File: src/include/gpib_defs.vh
// Constants for the instrument bus device interface.
`ifndef GPIB_DEFS_VH
`define GPIB_DEFS_VH

// Register word indices; the byte address is four times the index.
`define GPIB_A_CTRL 4'h0
`define GPIB_A_STAT 4'h1
`define GPIB_A_RXD 4'h2
`define GPIB_A_TXD 4'h3
`define GPIB_A_MASK 4'h4
`define GPIB_A_COND 4'h5
`define GPIB_A_ADDR 4'h6
// Address fields.
`define GPIB_ADDR_FACT 5'h13
`define GPIB_ADDR_LON 5'h1F
// Command bytes received with attention asserted.
`define GPIB_CMD_GTL 7'h01
`define GPIB_CMD_SDC 7'h04
`define GPIB_CMD_LLO 7'h11
`define GPIB_CMD_DCL 7'h14
`define GPIB_CMD_SPE 7'h18
`define GPIB_CMD_SPD 7'h19
`define GPIB_CMD_UNL 7'h3F
`define GPIB_CMD_UNT 7'h5F
`define GPIB_GRP_LAG 2'h1
`define GPIB_GRP_TAG 2'h2
// Status byte.
`define GPIB_RQS_BIT 6
`define GPIB_NCOND 7
// Control register bits.
`define GPIB_C_ADDR_WR 0
`define GPIB_C_SVC 1
`define GPIB_C_TXGO 2
`define GPIB_C_EOI 3
`define GPIB_C_ADDR_LSB 8

`endif

File: src/core/gpib_hs_rx.v
// Acceptor handshake: takes one byte from the bus per three-wire cycle.
`timescale 1ns/1ps
module gpib_hs_rx (
  input wire hclk,
  input wire hresetn,
  input wire ce,
  input wire enable,
  input wire dav_n,
  input wire [7:0] dio_n,
  input wire atn_n,
  input wire take,
  output reg nrfd_oe,
  output reg ndac_oe,
  output reg [7:0] byte_r,
  output reg cmd_r,
  output reg full_r
);
  localparam S_RDY = 2'h0;
  localparam S_ACC = 2'h1;
  localparam S_DONE = 2'h2;
  reg [1:0] st_r;

  // ------------------------------------------------------------
  // Handshake
  // ------------------------------------------------------------
  // NRFD is held low while a data byte waits, so a slow consumer stalls the talker.
  // A command is never held off: it overwrites an unread data byte, which a clear drops anyway.
  always @(posedge hclk or negedge hresetn) begin
    if (!hresetn) begin
      st_r <= S_RDY;
      byte_r <= 8'h00;
      cmd_r <= 1'b0;
      full_r <= 1'b0;
      nrfd_oe <= 1'b0;
      ndac_oe <= 1'b0;
    end else if (ce) begin
      if (take)
        full_r <= 1'b0;
      if (!enable) begin
        st_r <= S_RDY;
        nrfd_oe <= 1'b0;
        ndac_oe <= 1'b0;
      end else begin
        case (st_r)
          S_RDY: begin
            ndac_oe <= 1'b1;
            nrfd_oe <= full_r & ~take & atn_n;
            if (!dav_n && !(full_r && !take && atn_n)) begin
              byte_r <= ~dio_n;
              cmd_r <= ~atn_n;
              full_r <= 1'b1;
              nrfd_oe <= 1'b1;
              st_r <= S_ACC;
            end
          end
          S_ACC: begin
            ndac_oe <= 1'b0;
            st_r <= S_DONE;
          end
          S_DONE: begin
            if (dav_n) begin
              ndac_oe <= 1'b1;
              st_r <= S_RDY;
            end
          end
          default: st_r <= S_RDY;
        endcase
      end
    end
  end
endmodule // gpib_hs_rx

File: src/core/gpib_hs_tx.v
// Source handshake: puts one byte on the bus per three-wire cycle.
`timescale 1ns/1ps
module gpib_hs_tx (
  input wire hclk,
  input wire hresetn,
  input wire ce,
  input wire enable,
  input wire go,
  input wire [7:0] data,
  input wire eoi,
  input wire nrfd_n,
  input wire ndac_n,
  output reg dav_oe,
  output reg eoi_oe,
  output reg [7:0] dio_oe,
  output wire busy
);
  localparam S_IDLE = 2'h0;
  localparam S_WRDY = 2'h1;
  localparam S_WACC = 2'h2;
  reg [1:0] st_r;
  assign busy = (st_r != S_IDLE);

  // ------------------------------------------------------------
  // Handshake
  // ------------------------------------------------------------
  // Losing enable (unaddressed, clear or abort) drops the lines at once.
  always @(posedge hclk or negedge hresetn) begin
    if (!hresetn) begin
      st_r <= S_IDLE;
      dav_oe <= 1'b0;
      eoi_oe <= 1'b0;
      dio_oe <= 8'h00;
    end else if (ce) begin
      if (!enable) begin
        st_r <= S_IDLE;
        dav_oe <= 1'b0;
        eoi_oe <= 1'b0;
        dio_oe <= 8'h00;
      end else begin
        case (st_r)
          S_IDLE: begin
            if (go) begin
              dio_oe <= data;
              eoi_oe <= eoi;
              st_r <= S_WRDY;
            end
          end
          S_WRDY: begin
            if (nrfd_n) begin
              dav_oe <= 1'b1;
              st_r <= S_WACC;
            end
          end
          S_WACC: begin
            if (ndac_n) begin
              dav_oe <= 1'b0;
              eoi_oe <= 1'b0;
              dio_oe <= 8'h00;
              st_r <= S_IDLE;
            end
          end
          default: st_r <= S_IDLE;
        endcase
      end
    end
  end
endmodule // gpib_hs_tx

File: src/core/gpib_dev.v
// Instrument bus device interface with AHB-Lite register access.
// Behaviour
// - Addresses 00 to 30 are normal addresses.
// - Address 31 selects listen-only, panel stays live.
// - Factory address 19 in store and switch.
// - Stored address survives while backup power holds; addr_r still resets to factory 19.
// - Store lost: take switch address at power-on.
// - Panel address change in service mode drops control.
// - Remote state ignores panel except local key.
// - Listen addressed with REN: untalk, accept data.
// - Talk addressed: unlisten, may send data.
// - Selected clear when listening: untalk, discard input; code needs REN as well.
// - Universal clear: untalk, discard input.
// - Go-to-local when listening: untalk, go local; code needs REN as well.
// - Local lockout disables the local key.
// - Clear lockout: enable local key, go local.
// - Service request possible in any state except listen-only.
// - Serial poll plus talk address sends status.
// - Interface clear leaves talker and listener states.
// - Local state keeps requests, status, talk data.
// - Remote only with REN, after first listen address.
// - Request line only for masked-in pending conditions.
// - Eight-bit status byte, bit 6 request sent.
// - Device clear leaves instrument parameters alone.
`timescale 1ns/1ps
`include "gpib_defs.vh"
module gpib_dev #(
  parameter NCOND = `GPIB_NCOND
) (
  input wire hclk,
  input wire hresetn,
  input wire ce,
  input wire hsel,
  input wire [31:0] haddr,
  input wire [1:0] htrans,
  input wire hwrite,
  input wire [2:0] hsize,
  input wire [31:0] hwdata,
  input wire hready,
  output reg [31:0] hrdata,
  output wire hreadyout,
  output wire hresp,
  input wire backup_valid,
  input wire [4:0] addr_switch,
  input wire local_key,
  input wire [NCOND-1:0] cond_set,
  input wire [7:0] dio_n_in,
  output wire [7:0] dio_n_out,
  output wire [7:0] dio_n_oe,
  input wire dav_n_in,
  output wire dav_n_out,
  output wire dav_n_oe,
  input wire nrfd_n_in,
  output wire nrfd_n_out,
  output wire nrfd_n_oe,
  input wire ndac_n_in,
  output wire ndac_n_out,
  output wire ndac_n_oe,
  input wire eoi_n_in,
  output wire eoi_n_out,
  output wire eoi_n_oe,
  input wire atn_n,
  input wire ifc_n,
  input wire ren_n,
  output wire srq_n_out,
  output wire srq_n_oe,
  output wire remote,
  output wire listen,
  output wire talk,
  output wire panel_enable,
  output reg dev_clear,
  output reg svc_ctrl_en
);
  // ------------------------------------------------------------
  // State
  // ------------------------------------------------------------
  reg [4:0] addr_r;
  reg loaded_r;
  reg lads_r;
  reg tads_r;
  reg spms_r;
  reg rem_r;
  reg llo_r;
  reg rqs_r;
  reg svc_mode_r;
  reg [7:0] txd_r;
  reg tx_eoi_r;
  reg tx_go_r;
  reg [NCOND-1:0] cond_r;
  reg [NCOND-1:0] mask_r;
  reg sb_sent_r;
  wire [7:0] rx_byte;
  wire rx_cmd;
  wire rx_full;
  wire tx_busy;
  wire rx_take;
  wire dav_oe;
  wire eoi_oe;
  wire [7:0] tx_dio_oe;
  wire nrfd_oe;
  wire ndac_oe;
  wire lon = (addr_r == `GPIB_ADDR_LON);
  wire ren = ~ren_n;
  wire ifc = ~ifc_n;
  wire ifc_eff = ifc & ~lon;
  wire ren_eff = ren & ~lon;
  wire listen_w = lads_r | lon;
  wire [7:0] stb = {cond_r[NCOND-1], rqs_r, cond_r[5:0]};
  wire srq_want = |(cond_r & mask_r);

  // ------------------------------------------------------------
  // AHB-Lite slave
  // ------------------------------------------------------------
  reg wr_ph_r;
  reg [3:0] wa_r;
  wire acc = hsel & htrans[1] & hready;
  wire [3:0] aidx = haddr[5:2];
  wire wr = wr_ph_r;
  wire addr_wr = wr & (wa_r == `GPIB_A_CTRL) & hwdata[`GPIB_C_ADDR_WR];
  wire rxd_rd = acc & ~hwrite & (aidx == `GPIB_A_RXD);
  assign hreadyout = 1'b1;
  assign hresp = 1'b0;

  always @(posedge hclk or negedge hresetn) begin
    if (!hresetn) begin
      wr_ph_r <= 1'b0;
      wa_r <= 4'h0;
      hrdata <= 32'h0000_0000;
    end else if (ce) begin
      wr_ph_r <= acc & hwrite;
      wa_r <= aidx;
      if (acc && !hwrite) begin
        case (aidx)
          `GPIB_A_STAT: hrdata <= {22'h0, svc_ctrl_en, tx_busy, rx_cmd, rx_full,
                                   llo_r, rem_r, spms_r, lon, tads_r, lads_r};
          `GPIB_A_RXD: hrdata <= {24'h0, rx_byte};
          `GPIB_A_TXD: hrdata <= {24'h0, txd_r};
          `GPIB_A_MASK: hrdata <= {{(32-NCOND){1'b0}}, mask_r};
          `GPIB_A_COND: hrdata <= {24'h0, stb};
          `GPIB_A_ADDR: hrdata <= {27'h0, addr_r};
          default: hrdata <= 32'h0000_0000;
        endcase
      end
    end
  end

  // ------------------------------------------------------------
  // Address store and software-side registers
  // ------------------------------------------------------------
  // The address lives in backed-up storage outside; this copy keeps its reset
  // value, the factory address, while backup_valid holds, or loads the switch when the backup was lost.
  always @(posedge hclk or negedge hresetn) begin
    if (!hresetn) begin
      addr_r <= `GPIB_ADDR_FACT;
      loaded_r <= 1'b0;
      svc_mode_r <= 1'b0;
      svc_ctrl_en <= 1'b0;
      txd_r <= 8'h00;
      tx_eoi_r <= 1'b0;
      tx_go_r <= 1'b0;
      mask_r <= {NCOND{1'b0}};
    end else if (ce) begin
      tx_go_r <= 1'b0;
      if (!loaded_r) begin
        loaded_r <= 1'b1;
        if (!backup_valid)
          addr_r <= addr_switch;
      end
      if (wr && wa_r == `GPIB_A_CTRL) begin
        svc_mode_r <= hwdata[`GPIB_C_SVC];
        tx_eoi_r <= hwdata[`GPIB_C_EOI];
        tx_go_r <= hwdata[`GPIB_C_TXGO];
        svc_ctrl_en <= hwdata[`GPIB_C_SVC];
      end
      if (addr_wr) begin
        addr_r <= hwdata[`GPIB_C_ADDR_LSB +: 5];
        if (svc_mode_r)
          svc_ctrl_en <= 1'b0;
      end
      if (wr && wa_r == `GPIB_A_TXD)
        txd_r <= hwdata[7:0];
      if (wr && wa_r == `GPIB_A_MASK)
        mask_r <= hwdata[NCOND-1:0];
    end
  end

  // ------------------------------------------------------------
  // Command decode and interface state
  // ------------------------------------------------------------
  wire cmd = rx_full & rx_cmd & ~lon;
  wire [6:0] cb = rx_byte[6:0];
  wire my_lag = cmd & (cb[6:5] == `GPIB_GRP_LAG) & (cb[4:0] == addr_r);
  wire my_tag = cmd & (cb[6:5] == `GPIB_GRP_TAG) & (cb[4:0] == addr_r);
  wire oth_tag = cmd & (cb[6:5] == `GPIB_GRP_TAG) & (cb[4:0] != addr_r);
  wire c_unl = cmd & (cb == `GPIB_CMD_UNL);
  wire c_dcl = cmd & (cb == `GPIB_CMD_DCL);
  wire c_sdc = cmd & (cb == `GPIB_CMD_SDC) & lads_r & ren_eff;
  wire c_gtl = cmd & (cb == `GPIB_CMD_GTL) & lads_r & ren_eff;
  wire c_llo = cmd & (cb == `GPIB_CMD_LLO);
  wire clr = c_dcl | c_sdc;
  wire sb_done = spms_r & tads_r & ~tx_busy & sb_sent_r;
  wire atn_in_cmd = ~atn_n;
  wire tx_go_serial = spms_r & tads_r & ~tx_busy & ~sb_sent_r & ~atn_in_cmd;
  assign rx_take = rx_full & (rx_cmd | lon ? 1'b1 : rxd_rd) | (rx_full & clr);

  always @(posedge hclk or negedge hresetn) begin
    if (!hresetn) begin
      lads_r <= 1'b0;
      tads_r <= 1'b0;
      spms_r <= 1'b0;
      rem_r <= 1'b0;
      llo_r <= 1'b0;
      dev_clear <= 1'b0;
      sb_sent_r <= 1'b0;
    end else if (ce) begin
      dev_clear <= clr;
      if (ifc_eff) begin
        lads_r <= 1'b0;
        tads_r <= 1'b0;
        spms_r <= 1'b0;
      end else begin
        if (my_lag) begin
          lads_r <= 1'b1;
          tads_r <= 1'b0;
        end else if (c_unl)
          lads_r <= 1'b0;
        if (my_tag) begin
          tads_r <= 1'b1;
          lads_r <= 1'b0;
        end else if (oth_tag || (cmd && cb == `GPIB_CMD_UNT))
          tads_r <= 1'b0;
        if (clr || c_gtl)
          tads_r <= 1'b0;
        if (cmd && cb == `GPIB_CMD_SPE)
          spms_r <= 1'b1;
        if (cmd && cb == `GPIB_CMD_SPD)
          spms_r <= 1'b0;
      end
      if (!ren_eff) begin
        rem_r <= 1'b0;
        llo_r <= 1'b0;
      end else begin
        if (my_lag)
          rem_r <= 1'b1;
        if (c_gtl)
          rem_r <= 1'b0;
        else if (local_key && !llo_r)
          rem_r <= 1'b0;
        if (c_llo)
          llo_r <= 1'b1;
      end
      if (tx_go_serial)
        sb_sent_r <= 1'b1;
      else if (!spms_r || !tads_r)
        sb_sent_r <= 1'b0;
    end
  end

  // ------------------------------------------------------------
  // Service request and status byte
  // ------------------------------------------------------------
  // Pending conditions latch; a set arriving with a clear write wins.
  wire [NCOND-1:0] cond_clr = (wr && wa_r == `GPIB_A_COND) ? hwdata[NCOND-1:0]
                                                          : {NCOND{1'b0}};

  always @(posedge hclk or negedge hresetn) begin
    if (!hresetn) begin
      cond_r <= {NCOND{1'b0}};
      rqs_r <= 1'b0;
    end else if (ce) begin
      cond_r <= (cond_r & ~cond_clr) | cond_set;
      if (srq_want && !lon)
        rqs_r <= 1'b1;
      else if (sb_done || !srq_want)
        rqs_r <= srq_want & ~sb_done;
    end
  end

  // ------------------------------------------------------------
  // Handshakes
  // ------------------------------------------------------------
  // Acceptor runs for commands (attention) and data while listening.
  gpib_hs_rx u_rx (
    .hclk(hclk),
    .hresetn(hresetn),
    .ce(ce),
    .enable(atn_in_cmd | listen_w),
    .dav_n(dav_n_in),
    .dio_n(dio_n_in),
    .atn_n(atn_n | lon),
    .take(rx_take),
    .nrfd_oe(nrfd_oe),
    .ndac_oe(ndac_oe),
    .byte_r(rx_byte),
    .cmd_r(rx_cmd),
    .full_r(rx_full)
  );

  gpib_hs_tx u_tx (
    .hclk(hclk),
    .hresetn(hresetn),
    .ce(ce),
    .enable(tads_r & atn_n & ~ifc_eff & ~clr),
    .go(tx_go_serial | (tx_go_r & ~spms_r)),
    .data(spms_r ? stb : txd_r),
    .eoi(spms_r ? 1'b0 : tx_eoi_r),
    .nrfd_n(nrfd_n_in),
    .ndac_n(ndac_n_in),
    .dav_oe(dav_oe),
    .eoi_oe(eoi_oe),
    .dio_oe(tx_dio_oe),
    .busy(tx_busy)
  );

  // Open-collector style lines: value low, enable selects drive.
  assign dio_n_out = 8'h00;
  assign dio_n_oe = tx_dio_oe;
  assign dav_n_out = 1'b0;
  assign dav_n_oe = dav_oe;
  assign eoi_n_out = 1'b0;
  assign eoi_n_oe = eoi_oe;
  assign nrfd_n_out = 1'b0;
  assign nrfd_n_oe = nrfd_oe;
  assign ndac_n_out = 1'b0;
  assign ndac_n_oe = ndac_oe;
  assign srq_n_out = 1'b0;
  assign srq_n_oe = rqs_r & ~lon;
  assign remote = rem_r;
  assign listen = listen_w;
  assign talk = tads_r;
  assign panel_enable = ~rem_r;
endmodule // gpib_dev

File: config.mk
export PLATFORM = sky130hd
export DESIGN_NAME = gpib_dev
export DESIGN_NICKNAME = d
export VERILOG_FILES = /design/src/core/gpib_hs_rx.v /design/src/core/gpib_hs_tx.v /design/src/core/gpib_dev.v
export VERILOG_INCLUDE_DIRS = /design/src /design/src/include
export SDC_FILE = /design/constraint.sdc
export NUM_CORES = 1
export LEC_CHECK = 0
export BUFFER_PORTS_ARGS = -buffer_cell sky130_fd_sc_hd__buf_2
export CORE_ASPECT_RATIO = 0.5
export CORE_UTILIZATION = 40
export CTS_BUF_LIST = sky130_fd_sc_hd__clkbuf_8
export CTS_CLUSTER_SIZE = 30
export DETAILED_ROUTE_END_ITERATION = 16
export PLACE_DENSITY = 0.71
export RECOVER_POWER = 50
export SLEW_MARGIN = 25
export SYNTH_ARGS = -nofsm -noshare
export SYNTH_HDL_FRONTEND = slang
export SYNTH_SLANG_ARGS = --single-unit
File: constraint.sdc
create_clock -name hclk -period 1.7 [get_ports hclk]
set_input_delay 0.17 -clock hclk [delete_from_list [all_inputs] [get_ports hclk]]
set_output_delay 0.17 -clock hclk [all_outputs]
set_load 0.01 [all_outputs]
==> tab_implementation.tex <==
\begin{tabular}{lr}
\hline
Metric & Value \\
\hline
\multicolumn{2}{l}{\textbf{Status}} \\
\quad Result of the run & finished, violations left \\
\quad Violated checks & design-rule violations, negative setup slack \\
\multicolumn{2}{l}{\textbf{Power}} \\
\quad Ratio of total power to cell area & 852 mW/mm² \\
\quad Max rail drop VDD & 0.361 mV \\
\quad Standby leakage power & 2.91 nW \\
\multicolumn{2}{l}{\textbf{Placed design}} \\
\quad Routability cong. & 0.850 \\
\quad I/O Buffers & 80 \\
\quad Cell area after placement & 0.00543 mm² \\
\quad Placed cell count & 702 \\
\quad HPWL after DPL & 8.82 mm \\
\multicolumn{2}{l}{\textbf{GRT}} \\
\quad Via count of the first global-routing pass & 3,784 \\
\quad Total congestion overflow & 0 \\
\quad Wire length of the first global-routing pass & 19.6 mm \\
\quad Maximum number of pins on one net before global-route repair & 57 \\
\quad Global-route usage over all layers & 0.215 \\
\quad Antenna violations before repair & 0 \\
\multicolumn{2}{l}{\textbf{STA}} \\
\quad Period utilisation layout & 1.13 \\
\quad Maximum achievable frequency & 0.519 GHz \\
\quad Unrepaired setup endpoints after global routing & yes \\
\quad Pins Over Slew Limit & 0 \\
\quad Final TNS setup & -5610 ps \\
\quad Final Worst Setup Slack & -226 ps \\
\quad Post-Route Skew & 8.04 ps \\
\quad Final critical delay including setup and external delays & 1930 ps \\
\quad Headroom to the max-slew limit & 0.499 \\
\quad Slew @ Worst Pin & 752 ps \\
\quad Count of endpoints failing hold in the final timing report & 0 \\
\quad Setup Viol. Count Final & 36 \\
\multicolumn{2}{l}{\textbf{Clocking}} \\
\quad Worst-Skew Late Latency & 370 ps \\
\quad Cts bufs inserted & 9 \\
\quad Clock slew seen by the registers of the worst setup and hold paths & 90 ps \\
\quad Maximum root-to-sink buffer count & 2 \\
\quad CTS H-tree lvls & 3 \\
\quad CTS Root Cell & clkbuf\_8 \\
\quad Clock tree from TritonCTS & built \\
\quad Clock tree sinks & 81 \\
\multicolumn{2}{l}{\textbf{Floorplan}} \\
\quad Die boundary width & 152 µm \\
\quad Total number of placement rows & 27 \\
\quad Die area & 0.0118 mm² \\
\quad Floorplan core area & 0.0110 mm² \\
\quad Starting Density & 0.411 \\
\quad Io pins & 170 \\
\quad Height of the die & 77.2 µm \\
\multicolumn{2}{l}{\textbf{Setup path}} \\
\quad Setup crit end kind & register \\
\quad Critical Path AT & 2220 ps \\
\quad Worst Setup Path Type & reg2reg \\
\quad Required time of the critical path & 1990 ps \\
\quad Type of origin of the critical path & register \\
\quad Max Fanout on Critical Path & 5 \\
\multicolumn{2}{l}{\textbf{Final layout}} \\
\quad Layout Area Growth over Synthesis & 33.5\% \\
\quad Most common library cell in the layout ignoring fill and taps & dfrtp\_1 \\
\quad Number of non-filler instances in the completed layout & 746 \\
\quad Total area of multi-input combinational cells & 0.00242 mm² \\
\quad FILL cells & 935 \\
\quad Post-layout utilization of the core & 0.549 \\
\quad Antenna Diode Count & 0 \\
\quad Design area & 0.00604 mm² \\
\quad Fraction of final layout cells sized beyond drive strength 1 & 0.398 \\
\quad Total area of sequential cells & 0.00203 mm² \\
\quad Most frequent cells in the layout & dfrtp\_1 (78), buf\_2 (77), buf\_4 (60) \\
\quad Final net count & 703 \\
\multicolumn{2}{l}{\textbf{Drt}} \\
\quad Uppermost metal layer occupied by signal nets & met4 \\
\quad First-pass DRT Iterations & 15 \\
\quad Avg Vias per Cell & 5.42 \\
\quad Met2 wire length & 5.94 mm \\
\quad WL/cell & 16.7 µm \\
\quad Met3 wirelength from detailed routing & 846 µm \\
\quad M1 WL & 5.43 mm \\
\quad DRC violations left & 3 \\
\quad Vias post-DR & 4,040 \\
\quad Initial DRC count & 350 \\
\quad Antenna Nets Post-Route & 0 \\
\quad Final Routed Wirelength & 12.5 mm \\
\multicolumn{2}{l}{\textbf{Synth}} \\
\quad Yosys synthesis warning count & 0 \\
\quad Synthesis-stage register bit count & 81 \\
\quad Post-synth top area cell & dfrtp\_1 \\
\quad Post-Syn Instances & 440 \\
\quad Number of enable flip-flop cells after synthesis & 0 \\
\quad Top area cells in the synthesized netlist & dfrtp\_1 (43\%), mux2\_2 (6.7\%), buf\_4 (6.1\%), mux2i\_1 (5.8\%), nand2\_1 (3.4\%) \\
\quad Register area share after synthesis & 0.449 \\
\quad Synth top area share & 0.431 \\
\quad Average instance area after synthesis & 10.3 µm² \\
\quad Most instantiated flip-flop cell in the synthesis netlist & dfrtp\_1 \\
\quad Post-synth cell types & 65 \\
\quad Synthesized cell area & 0.00453 mm² \\
\quad Fraction of registers with async set/reset & 1.00 \\
\multicolumn{2}{l}{\textbf{Hold path}} \\
\quad Min-delay worst type & in2reg \\
\multicolumn{2}{l}{\textbf{Job}} \\
\quad Number of maximum-capacitance violations & 0 \\
\hline
\end{tabular}
[where the power goes]
group          internal, mW  leakage, nW  switching [mW]
logic                 0.682         1.78           0.720
clock network         0.678       0.0994           0.736
registers              2.13         1.03           0.203
total                  3.49         2.91            1.66
[metrics by stage]
step                      hold WS, ps  total power [mW]  setup slack (ps)
after global placement            107              3.53              -220
after CTS                        10.4              5.07              -168
after global routing             14.2              5.39              -267
after floorplan                  -126              3.02              -173
final                            24.0              5.15              -226
after detailed placement          114              3.56              -198
[cell type report]
type / count / share of cell area
clock inverter: 7 / 0.0116
clock buffer: 9 / 0.0205
timing repair buffer: 164 / 0.189
multi-input combinational: 319 / 0.400
inverter: 21 / 0.0130
sequential: 81 / 0.336
tap: 145 / 0.0300
[state kept, by name, indices dropped and copies added, names as in the netlist, 2 cells and up]
signal,flops
addr_r,5
cond_r,7
hrdata,10
mask_r,7
txd_r,8
u_rx.byte_r,8
u_rx.st_r,2
u_tx.dio_oe,8
u_tx.st_r,2
wa_r,4
[worst paths after layout]
check / start / end / slack, ps / depth (start not counted)
max: addr_r[1] / u_tx.dio_oe[4] / -230 / 6
min: cond_set[4] / cond_r[4] / 20 / 2
max reg2reg: addr_r[1] / u_tx.dio_oe[4] / -230 / 6
min reg2reg: loaded_r / loaded_r / 460 / 1
max in group asynchronous: hresetn / mask_r[1] / 400 / 3
min in group asynchronous: hresetn / u_tx.st_r[1] / 360 / 2
[cells in the mapped netlist (10+ instances only)]
library cell and count:
a21oi_1 13, a22o_1 10, buf_4 37, clkbuf_1 14
dfrtp_1 78, inv_1 21, mux2_2 27, mux2i_1 26
nand2_1 41, nor2_1 13, o21ai_0 22, o2bb2ai_1 13
[critical path, stage by stage (launching register included)]
cell	delay, ps
dfstp_2	560
nand4_1	180
nor2_4	220
a21oi_4	60
or4b_4	540
buf_8	170
o2bb2ai_4	110
[layer usage]
metal  vias up  GRT usage
li1       1855          -
met1      2000      0.275
met2       161      0.363
met3        24     0.0565
met4         0     0.0596
met5         -          0
[logic make-up (layout without fill, tap and decap cells)]
family	Yosys count	after routing	synth area share
adder cells (fa/ha/maj)	3	3	0.00830
AND/OR/NAND/NOR	113	114	0.133
other	2	37	0.00166
buffers and inverters	76	201	0.0957
XOR/XNOR	5	5	0.00968
multiplexers	53	53	0.125
flip-flops	81	81	0.449
AO/OA/AOI/OAI	107	107	0.179
[timing repair]
| action | CTS | global route |
|---|---|---|
| gates cloned | 2 | 0 |
| setup endpoints to repair | 26 | 44 |
| hold buffers | 9 | 0 |
| pin swaps | 8 | 11 |
| gates resized for setup | 17 | 25 |
| setup buffers | 11 | 10 |
| hold endpoints to repair | 30 | 0 |
Power figures use the tool's default switching activity.
